--- config.mk ---
export PLATFORM = sky130hd
export DESIGN_NAME = asd_serial_core
export DESIGN_NICKNAME = d
export VERILOG_FILES = /design/src/verilog/asd_sync.v /design/src/verilog/asd_bit_pick.v /design/src/verilog/asd_serial_core.v
export VERILOG_INCLUDE_DIRS = /design/src /design/src/include
export SDC_FILE = /design/constraint.sdc
export NUM_CORES = 1
export LEC_CHECK = 0
export BUFFER_PORTS_ARGS = -buffer_cell sky130_fd_sc_hd__clkbuf_2
export CORE_ASPECT_RATIO = 0.9
export CORE_MARGIN = 5
export CORE_UTILIZATION = 30
export CTS_CLUSTER_SIZE = 25
export DETAILED_ROUTE_END_ITERATION = 10
export HOLD_SLACK_MARGIN = 0.15
export PLACE_DENSITY = 0.48
export SYNTH_ARGS = -nofsm -noshare
export SYNTH_HDL_FRONTEND = slang
export SYNTH_SLANG_ARGS = --single-unit
--- constraint.sdc ---
create_clock -name clk -period 2.4 [get_ports clk]
set_clock_uncertainty 0.2 [all_clocks]
set_input_delay 0.12 -clock clk [delete_from_list [all_inputs] [get_ports clk]]
set_output_delay 0.12 -clock clk [all_outputs]
set_load 0.02 [all_outputs]
--- src/include/asd_consts.vh ---
// constants of the serial output formatting and shutdown block
// assumes inclusion by bare name from the design files
`ifndef ASD_CONSTS_VH
`define ASD_CONSTS_VH

// input word: seven bits after the start bit, first received lands in bit 6
`define ASD_WORD_LAST 3'h6
`define ASD_POS_CFG_SEL 6
`define ASD_POS_ODD_SIGN 5
`define ASD_POS_SEL_HI 4
`define ASD_POS_SEL_LO 3
`define ASD_POS_POLARITY 2
`define ASD_POS_BIT_ORDER 1
`define ASD_POS_SHUTDOWN_N 0

// result coding
`define ASD_RESULT_MSB 11

// output stream steps counted in serial clock falls
`define ASD_STEP_NULL 5'h00
`define ASD_STEP_MSB_END 5'h0C
`define ASD_STEP_LSB_END 5'h17
`define ASD_STEP_MAX 5'h1F

// reset values
`define ASD_RST_WORD 7'h00
`define ASD_RST_RESULT 12'h000
`define ASD_RST_STEP 5'h00
`define ASD_RST_PINS 3'h1

`endif

--- src/verilog/asd_sync.v ---
// two flip-flop synchroniser for the three link pins
// assumes pins are asynchronous to clk; reset value given per bit
`timescale 1ns/100ps
`default_nettype none
module asd_sync (
   input wire clk,
   input wire sys_rst,
   input wire [2:0] rstVal,
   input wire [2:0] pinIn,
   output wire [2:0] pinSync
);
   genvar i;
   generate
      for (i = 0; i < 3; i = i + 1) begin : g_bit
         reg stage1_q;
         reg stage2_q;
         // reset value is a fixed constant at the instance, so still a constant load
         always @(posedge clk) begin
            if (sys_rst) begin
               stage1_q <= rstVal[i];
               stage2_q <= rstVal[i];
            end else begin
               stage1_q <= pinIn[i];
               stage2_q <= stage1_q;
            end
         end
         assign pinSync[i] = stage2_q;
      end
   endgenerate
endmodule // asd_sync
`default_nettype wire

--- src/verilog/asd_bit_pick.v ---
// selects the serial output bit for a given step of the output stream
// assumes step 0 is the null bit and the caller registers the result
`timescale 1ns/100ps
`default_nettype none
`include "asd_consts.vh"
module asd_bit_pick (
   input wire [4:0] step,
   input wire [11:0] result,
   input wire msbFirstOnly,
   input wire bipolar,
   input wire shutdown,
   output reg bitOut
);
   wire [4:0] idxDown;
   wire [4:0] idxUp;
   assign idxDown = `ASD_STEP_MSB_END - step;
   assign idxUp = step - `ASD_STEP_MSB_END;
   always @* begin
      bitOut = 1'b0;
      if (step == `ASD_STEP_NULL) begin
         bitOut = 1'b0;
      end else if (step <= `ASD_STEP_MSB_END) begin
         if (shutdown) begin
            bitOut = 1'b1;
         end else begin
            bitOut = result[idxDown[3:0]];
         end
      end else if (shutdown) begin
         bitOut = 1'b0;
      end else if (msbFirstOnly) begin
         bitOut = 1'b0;
      end else if (step <= `ASD_STEP_LSB_END) begin
         bitOut = result[idxUp[3:0]];
      end else begin
         // sign repeats only for bipolar; unipolar fills zeros
         bitOut = bipolar & result[`ASD_RESULT_MSB];
      end
   end
endmodule // asd_bit_pick
`default_nettype wire

--- src/verilog/asd_serial_core.v ---
// serial interface, result coding and power shutdown of the converter
// assumes sampleCode is offset binary from the converter core on clk
// Operation
// - unipolar result is straight binary
// - bipolar result is two's complement
// - order bit one shifts MSB first
// - MSB-first-only fills zeros after last bit
// - order bit zero: MSB first, then LSB first
// - bipolar MSB/LSB mode fills with sign
// - shutdown bit zero enters power shutdown
// - shutdown answer: twelve ones then zeros
// - output high impedance after select rises
// - shutdown ends at next select cycle
// - no wait after shutdown; accept immediately
// - system shutdown output low in shutdown
// - shutdown output low until next select
// - first one after select falls starts
// - one null bit precedes the result
// - select rise resets the serial interface
// - polarity bit one unipolar, zero bipolar
`timescale 1ns/100ps
`default_nettype none
`include "asd_consts.vh"
module asd_serial_core (
   input wire clk,
   input wire sys_rst,
   input wire csPinN,
   input wire sclkPin,
   input wire dinPin,
   input wire [11:0] sampleCode,
   output wire doutPinO,
   output wire doutPinOe,
   output wire systemShutdownOutN,
   output wire powerDown,
   output wire convStart,
   output wire inputConfigSelect,
   output wire muxOddSign,
   output wire [1:0] muxSelect,
   output wire polaritySelect,
   output wire bitOrderSelect
);
   localparam [1:0] ST_IDLE = 2'b00;
   localparam [1:0] ST_HUNT = 2'b01;
   localparam [1:0] ST_WORD = 2'b10;
   localparam [1:0] ST_OUT = 2'b11;

   wire [2:0] pinSync;
   wire csSyncN;
   wire sclkSync;
   wire dinSync;
   reg csPrev_q;
   reg sclkPrev_q;
   wire csFall;
   wire sclkRise;
   wire sclkFall;
   reg [1:0] state_q;
   reg [2:0] bitCnt_q;
   reg [6:0] word_q;
   wire [6:0] wordNext;
   reg [4:0] step_q;
   reg dout_q;
   reg doutOe_q;
   reg shutdown_q;
   reg convStart_q;
   reg [11:0] result_q;
   reg cfgSel_q;
   reg oddSign_q;
   reg [1:0] muxSel_q;
   reg polarity_q;
   reg bitOrder_q;
   wire pickedBit;
   wire [11:0] codedResult;
   wire startSeen;
   wire wordDone;
   wire shutdownReq;
   reg [1:0] state_d;
   reg [2:0] bitCnt_d;
   reg [6:0] word_d;
   reg [4:0] step_d;
   reg dout_d;
   reg doutOe_d;
   reg shutdown_d;
   reg convStart_d;
   reg [11:0] result_d;
   reg cfgSel_d;
   reg oddSign_d;
   reg [1:0] muxSel_d;
   reg polarity_d;
   reg bitOrder_d;

   // pins reset to select high, clock low, data low
   asd_sync u_sync (
      .clk(clk),
      .sys_rst(sys_rst),
      .rstVal(`ASD_RST_PINS),
      .pinIn({dinPin, sclkPin, csPinN}),
      .pinSync(pinSync)
   );
   assign csSyncN = pinSync[0];
   assign sclkSync = pinSync[1];
   assign dinSync = pinSync[2];

   // edges found on the synchronised copies only
   assign csFall = csPrev_q & ~csSyncN;
   assign sclkRise = ~sclkPrev_q & sclkSync;
   assign sclkFall = sclkPrev_q & ~sclkSync;

   assign wordNext = {word_q[5:0], dinSync};

   // offset binary from the core becomes straight binary or two's complement
   assign codedResult = wordNext[`ASD_POS_POLARITY] ? sampleCode
                                                    : {~sampleCode[11], sampleCode[10:0]};

   asd_bit_pick u_pick (
      .step(step_q),
      .result(result_q),
      .msbFirstOnly(bitOrder_q),
      .bipolar(~polarity_q),
      .shutdown(shutdown_q),
      .bitOut(pickedBit)
   );

   always @(posedge clk) begin
      if (sys_rst) begin
         csPrev_q <= 1'b1;
         sclkPrev_q <= 1'b0;
      end else begin
         csPrev_q <= csSyncN;
         sclkPrev_q <= sclkSync;
      end
   end

   assign startSeen = sclkRise & dinSync;
   assign wordDone = ~csSyncN & (state_q == ST_WORD) & sclkRise & (bitCnt_q == `ASD_WORD_LAST);
   assign shutdownReq = ~wordNext[`ASD_POS_SHUTDOWN_N];

   // frame sequencer: select high overrides every state
   always @* begin
      state_d = state_q;
      bitCnt_d = bitCnt_q;
      word_d = word_q;
      step_d = step_q;
      dout_d = dout_q;
      doutOe_d = doutOe_q;
      if (csSyncN) begin
         state_d = ST_IDLE;
         doutOe_d = 1'b0;
         dout_d = 1'b0;
         step_d = `ASD_RST_STEP;
         bitCnt_d = 3'h0;
      end else begin
         case (state_q)
            ST_IDLE: begin
               // no warm-up: hunting starts at once even out of shutdown
               state_d = ST_HUNT;
            end
            ST_HUNT: begin
               if (startSeen) begin
                  state_d = ST_WORD;
                  bitCnt_d = 3'h0;
               end
            end
            ST_WORD: begin
               if (sclkRise) begin
                  word_d = wordNext;
                  bitCnt_d = bitCnt_q + 3'h1;
                  if (bitCnt_q == `ASD_WORD_LAST) begin
                     state_d = ST_OUT;
                     step_d = `ASD_RST_STEP;
                  end
               end
            end
            ST_OUT: begin
               // data changes on the falling serial clock, stable for the next rise
               if (sclkFall) begin
                  dout_d = pickedBit;
                  doutOe_d = 1'b1;
                  // saturating step keeps the fill going for as long as clocks come
                  if (step_q != `ASD_STEP_MAX) begin
                     step_d = step_q + 5'h01;
                  end
               end
            end
            default: begin
               state_d = ST_IDLE;
            end
         endcase
      end
   end

   // word capture; a shutdown set at word end outranks the clear on select fall
   always @* begin
      cfgSel_d = cfgSel_q;
      oddSign_d = oddSign_q;
      muxSel_d = muxSel_q;
      polarity_d = polarity_q;
      bitOrder_d = bitOrder_q;
      result_d = result_q;
      shutdown_d = shutdown_q;
      convStart_d = 1'b0;
      if (csFall) begin
         shutdown_d = 1'b0;
      end
      if (wordDone) begin
         cfgSel_d = wordNext[`ASD_POS_CFG_SEL];
         oddSign_d = wordNext[`ASD_POS_ODD_SIGN];
         muxSel_d = wordNext[`ASD_POS_SEL_HI:`ASD_POS_SEL_LO];
         polarity_d = wordNext[`ASD_POS_POLARITY];
         bitOrder_d = wordNext[`ASD_POS_BIT_ORDER];
         result_d = codedResult;
         if (shutdownReq) begin
            shutdown_d = 1'b1;
         end else begin
            convStart_d = 1'b1;
         end
      end
   end

   always @(posedge clk) begin
      if (sys_rst) begin
         state_q <= ST_IDLE;
         bitCnt_q <= 3'h0;
      end else begin
         state_q <= state_d;
         bitCnt_q <= bitCnt_d;
      end
   end

   always @(posedge clk) begin
      if (sys_rst) begin
         word_q <= `ASD_RST_WORD;
      end else begin
         word_q <= word_d;
      end
   end

   always @(posedge clk) begin
      if (sys_rst) begin
         step_q <= `ASD_RST_STEP;
      end else begin
         step_q <= step_d;
      end
   end

   always @(posedge clk) begin
      if (sys_rst) begin
         dout_q <= 1'b0;
         doutOe_q <= 1'b0;
      end else begin
         dout_q <= dout_d;
         doutOe_q <= doutOe_d;
      end
   end

   always @(posedge clk) begin
      if (sys_rst) begin
         shutdown_q <= 1'b0;
      end else begin
         shutdown_q <= shutdown_d;
      end
   end

   always @(posedge clk) begin
      if (sys_rst) begin
         convStart_q <= 1'b0;
      end else begin
         convStart_q <= convStart_d;
      end
   end

   always @(posedge clk) begin
      if (sys_rst) begin
         result_q <= `ASD_RST_RESULT;
      end else begin
         result_q <= result_d;
      end
   end

   always @(posedge clk) begin
      if (sys_rst) begin
         cfgSel_q <= 1'b0;
         oddSign_q <= 1'b0;
         muxSel_q <= 2'h0;
         polarity_q <= 1'b0;
         bitOrder_q <= 1'b0;
      end else begin
         cfgSel_q <= cfgSel_d;
         oddSign_q <= oddSign_d;
         muxSel_q <= muxSel_d;
         polarity_q <= polarity_d;
         bitOrder_q <= bitOrder_d;
      end
   end

   // select high forces release at once, not waiting on the register
   assign doutPinO = dout_q;
   assign doutPinOe = doutOe_q & ~csSyncN;
   assign systemShutdownOutN = ~shutdown_q;
   assign powerDown = shutdown_q;
   assign convStart = convStart_q;
   assign inputConfigSelect = cfgSel_q;
   assign muxOddSign = oddSign_q;
   assign muxSelect = muxSel_q;
   assign polaritySelect = polarity_q;
   assign bitOrderSelect = bitOrder_q;
endmodule // asd_serial_core
`default_nettype wire

### Word level (Yosys, flattened, before mapping)

Index checks and enable logic that the tools add are counted.

| storage, ports and cells | value |
|---|---|
| register bits | 46 |
| input port bits | 17 |
| output and inout bits | 11 |

| cells by class | value |
|---|---|
| $add $sub $neg | 4 |
| $lt $le $gt $ge | 4 |
| equality and inequality tests | 10 |
| muxes and demuxes | 27 |
| bitwise logic cells | 16 |
| reductions and logical operators | 12 |

Operator list:

| cell | count |
|---|---|
| two-way mux 5 bit | 4 |
| two-way mux 1 bit | 12 |
| two-way mux 12 bit | 1 |
| less-than comparator 4 x 5 -> 1 bit (second input constant) | 2 |
| case mux 5 bit (2 select lines) | 1 |
| AND 1 bit | 9 |
| binary-select mux 1 bit (select 4 bit) | 2 |
| != test 2 bit (second input constant) | 4 |
| inverter 1 bit | 7 |
| two-way mux 2 bit | 3 |
| two-way mux 3 bit | 2 |
| case mux 2 bit (3 select lines) | 1 |
| case mux 3 bit (2 select lines) | 1 |
| AND reduction 3 bit | 2 |
| adder 5 x 1 -> 5 bit (second input constant) | 1 |
| <= comparator 5 x 4 -> 1 bit (second input constant) | 1 |
| <= comparator 5 bit (second input constant) | 1 |
| logical NOT 5 bit | 1 |
| != test 5 bit (second input constant) | 1 |
| AND reduction 5 bit | 1 |
| == test 2 bit (second input constant) | 2 |
| AND reduction 4 bit | 1 |
| nonzero test 2 bit | 2 |
| OR reduction 2 bit | 2 |
| 9 further kinds | 9 |

### Longest topological paths before layout

| logic depth | value |
|---|---|
| word-level depth | 8 |
| depth in mapped cells | 9 |
| gate-level depth less buffers | 7 |

### Cells and area by module

Synthesis repeated with hierarchy kept, for this count alone.

| unflattened totals | value |
|---|---|
| cells, all modules | 269 |
| area, all modules | 2479.9 um^2 |

Modules (own cells, without submodules):

| module | times used | cells an instance | area an instance (um^2) | sequential area each (um^2) |
|---|---|---|---|---|
| asd_serial_core | 1 | 215 | 1835.5 | 800.8 |
| asd_bit_pick | 1 | 38 | 400.4 | 0.0 |
| asd_sync | 1 | 16 | 244.0 | 120.1 |

### Worst setup path before layout

Ideal clock, no wire load.

| timing | value |
|---|---|
| path type | register to register |
| from | register step_q[0] |
| to | register dout_q (netlist: doutPinO) |
| library setup time | 0.116 ns |
| data arrival time | 1.817 ns |
| required time | 2.084 ns |
| slack | 0.268 ns |
| cell stages (with the launch flop) | 9 |
| clock period less this slack | 2.132 ns |
| path through | dfxtp_1 buf_2 inv_1 ha_1 xnor2_1 mux4_2 nor2_1 o211ai_1 a31o_1 |

| on the way | value |
|---|---|
| longest elaborated chain between the ends | 8 |

RTL lines:

| element | line | RTL |
|---|---|---|
| from (decl) | asd_serial_core.v:60 | `reg [4:0] step_q;` |
| from (signal assigned) | asd_serial_core.v:239 | `` step_q <= `ASD_RST_STEP; `` |
| from (signal assigned) | asd_serial_core.v:241 | `step_q <= step_d;` |
| subtractor 4 bit (no source line) | -- |  |
| binary-select mux 1 bit (select 4 bit) | asd_bit_pick.v:33 | `bitOut = result[idxUp[3:0]];` |
| two-way mux 1 bit (implied by the code) | asd_bit_pick.v:33 |  |
| two-way mux 1 bit | asd_bit_pick.v:32 | `` end else if (step <= `ASD_STEP_LSB_END) begin `` |
| two-way mux 1 bit | asd_bit_pick.v:30 | `end else if (msbFirstOnly) begin` |
| two-way mux 1 bit | asd_bit_pick.v:28 | `end else if (shutdown) begin` |
| two-way mux 1 bit | asd_bit_pick.v:22 | `` end else if (step <= `ASD_STEP_MSB_END) begin `` |
| two-way mux 1 bit * | asd_bit_pick.v:20 | `` if (step == `ASD_STEP_NULL) begin `` |
| to (signal assigned) | asd_serial_core.v:250 | `dout_q <= dout_d;` |
| to (decl) | asd_serial_core.v:61 | `reg dout_q;` |

Every way passes the cells marked *; elsewhere a longest branch is shown, timed or not. The select of a mux whose other input is x is not followed.
A chain may end at the register's enable or synchronous reset.

### Final worst setup path

| timing | value |
|---|---|
| from | register step_q[3] |
| to | register step_q[3] |

| on the way | value |
|---|---|
| longest elaborated chain between the ends | 4 |

RTL lines:

| element | line | RTL |
|---|---|---|
| adder 5 x 1 -> 5 bit | asd_serial_core.v:180 | `step_d = step_q + 5'h01;` |
| two-way mux 5 bit | asd_serial_core.v:179 | `` if (step_q != `ASD_STEP_MAX) begin `` |
| two-way mux 5 bit | asd_serial_core.v:175 | `if (sclkFall) begin` |
| case mux 5 bit (2 select lines) | asd_serial_core.v:152 | `case (state_q)` |

Several ways; a longest one is shown, not always the timed one. The select of a mux whose other input is x is not followed.

==> impl_metrics.yaml <==
worst_setup_path:
  worstPathRequired_ns: 2.42
  path_common_cell: "ha_1"
  path_class: "flip-flop to flip-flop"
  worstPathArrival_ns: 2.26
  max_stage_delay_ns: 0.41
  crit_family: "simple AND/OR/NAND/NOR gates"
  cp-start-kind: "flip-flop"
  cp_max_fo: 9
  cpMaxStageDelayCell: "dfxtp_1"
  endpoint_kind: "flip-flop"
  cp_cell_sequence: "ha_1 -> and2_1 -> ha_1 -> or3_4 -> or3_1 -> a211oi_1"
  crit_buf_inv: 0
clock_network:
  clk_pin_slew_ns: 0.09
  cts-root-buf: "clkbuf_8"
  cts_buffers: 5
  cts_tree: "built"
  insertion_delay_ns: 0.31
  clock-sinks: 46
  cts_setup_buffers: 0
  clockBufferDepth: 2
  cts_max_level: 2
global_routing:
  overflow: 0
  track_usage_pct: 11.6
  grt_pass1_vias: 1776
  antenna_found_initial: 0
  grt_max_degree: 33
  grt_first_pass_wirelength_um: 8510
floorplan:
  die-area_um2: 9430
  io_pins: 28
  rows: 30
  core_area_um2: 7470
  initial_core_util_pct: 30.5
  die_y_um: 92.6
  dieWidth_um: 102
detailed_routing:
  detail_route.wl_per_cell_um: 13.2
  vias: 1794
  drt_iter0_drc: 80
  drc: 0
  firstDrtPassIters: 5
  ant_nets: 0
  vias_per_cell: 4.67
  routed_wl_um: 5070
synthesis:
  syn_area_per_cell_um2: 9.64
  syn_inst: 236
  synth_area_leaders: "dfxtp_1, mux2i_1, ha_1"
  ys_warn_count: 0
  yosysTopAreaCellShare_pct: 40.5
  syn_nets: 266
  ys_ff_latch: 46
  synth_cell_types: 46
  synth.largest_area_cell: "dfxtp_1"
  ys_seq_area_share_pct: 40.5
  syn_area_um2: 2280
sta:
  period_needed_ns: 2.24
  tightest_slew_ns: 0.414
  post-route-period-util_pct: 93.3
  finalMaxSlewViolations: 0
  setup_viol: 0
  timing.final.ws_setup_ns: 0.160
  rsz0062_at_grt: "false"
  max_slew_margin_pct: 72.4
  fmax_mhz: 446
  hold_violations: 0
  fin_tns_setup_ns: 0
layout:
  fin_nets: 317
  final_cell_area_um2: 2830
  n_antenna_cell: 0
  utilization_pct: 37.9
  fin_cells: 384
  area_growth_pct: 24.3
  layout-drive-gt1-share_pct: 20.1
power_and_ir_drop:
  p_leak_nw: 1.11
  p_int_mw: 1.12
  ir_drop_v: 0.000222
  powerDensity_nw_per_um2: 504
  p_seq_share_pct: 54.3
  p_comb_share_pct: 4.4
  swShare_pct: 21.6
  net-switching-power_mw: 0.308
  p_clk_share_pct: 41.4
placed_design:
  dpl.hpwl_um: 3690
  placed_cells: 358
  placed_area_um2: 2540
  place_congestion: 0.781
  place_ws_ns: 0.196
  numPortBuffers: 27
run:
  max_cap_viol_count: 0
hold_path:
  hold_path_class: "flip-flop to flip-flop"
run_status:
  status: "completed"
## registers in the layout (all words and copies together), names as in the netlist
register / cells
sclkPrev_q: 1
step_q: 5
powerDown: 1
csPrev_q: 1
u_sync.g_bit.stage2_q: 3
u_sync.g_bit.stage1_q: 3
state_q: 2
doutPinO: 1
bitCnt_q: 3
doutOe_q: 1
muxOddSign: 1
inputConfigSelect: 1
bitOrderSelect: 1
word_q: 6
polaritySelect: 1
muxSelect: 2
convStart: 1
result_q: 12
## synth_stat cells (all sizes together)
cell,instances
dfxtp,46
nor2,36
mux2i,26
inv,16
a21oi,13
ha,13
nand2,9
nor2b,9
buf,7
nand3,7
o21ai,7
mux4,5
clkbuf,4
nor3,4
xnor2,4
a311oi,3
nand3b,3
or2,3
or3,3
and3,2
o22ai,2
a211oi,1
a21boi,1
a21o,1
a221o,1
a22o,1
a31o,1
a31oi,1
a32oi,1
and2,1
nor3b,1
nor4,1
o2111ai,1
o211ai,1
o31ai,1
## final timing paths
check                                         startpoint  cells past startpoint  slack [ns]                       end
worst max-delay path                           step_q[3]                      6        0.16                 step_q[3]
worst min register to register  u_sync.g_bit[0].stage1_q                      1        0.23  u_sync.g_bit[0].stage2_q
worst max register to register                 step_q[3]                      6        0.16                 step_q[3]
worst min-delay path            u_sync.g_bit[0].stage1_q                      1        0.23  u_sync.g_bit[0].stage2_q
## cell type report
| type | count | area, µm² |
|---|---|---|
| clock inverters | 3 | 43.8 |
| inverters | 16 | 60.1 |
| repair buffers | 55 | 403 |
| multi-input cells | 163 | 1210 |
| flip-flops and latches | 46 | 921 |
| clock buffers | 5 | 68.8 |
| fillers | 761 | 4640 |
| well taps | 96 | 120 |
## through the flow
stage          hold slack (ns)  total power [mW]
3_5_place_dp             0.110             0.832
6_report                 0.230              1.43
4_1_cts                  0.239              1.45
5_1_grt                  0.271              1.50
2_1_floorplan         -0.00839             0.810
3_3_place_gp             0.105             0.831
## timing repair
action / 4_1_cts / 5_1_grt
endpoints found under the hold margin: 33 / 0
resized for setup: 0 / 0
hold buffers: 18 / 0
## metal layers
metal / vias to the layer above / wire length (µm) / global-route usage (%)
li1: 914 / - / -
met1: 839 / 2560 / 15.7
met2: 32 / 2220 / 17.4
met3: 9 / 180 / 2.71
met4: 0 / 116 / 5.25
met5: - / 0 / 0
## kinds of logic after synthesis
family / Yosys count / synth area share (%)
and+or+nand+nor: 79 / 18.2
DFF: 46 / 40.5
AOI/OAI and AO/OA: 36 / 10.0
muxes: 31 / 16.4
buffers and inverters: 27 / 6.27
adders and majority gates: 13 / 7.15
xor gates and xnor gates: 4 / 1.54
## power groups by stage
| stage | Combinational [mW] | Clock, mW | Sequential, mW |
|---|---|---|---|
| 3_5_place_dp | 0.0395 | 0 | 0.792 |
| 6_report | 0.0624 | 0.590 | 0.774 |
| 3_3_place_gp | 0.0389 | 0 | 0.792 |
| 5_1_grt | 0.0690 | 0.651 | 0.776 |
| 2_1_floorplan | 0.0211 | 0 | 0.789 |
| 4_1_cts | 0.0622 | 0.618 | 0.774 |
## placed cells by master (no fill, tap or decap), types with 6 or more instances in the layout
cell	n
dlygate4sd3_1	18
ha_1	13
mux2i_1	26
nor2_1	34
inv_1	16
buf_4	9
o21ai_0	6
nand3_1	7
a21oi_1	13
nor2b_1	9
dfxtp_1	46
nand2_1	9
clkbuf_2	27
## worst reg2reg max path, stage by stage (launching register included)
cell	delay (ns)
dfxtp_1	0.41
ha_1	0.25
and2_1	0.17
ha_1	0.19
or3_4	0.39
or3_1	0.35
a211oi_1	0.21
No activity file was read; power rests on OpenSTA's default activity.
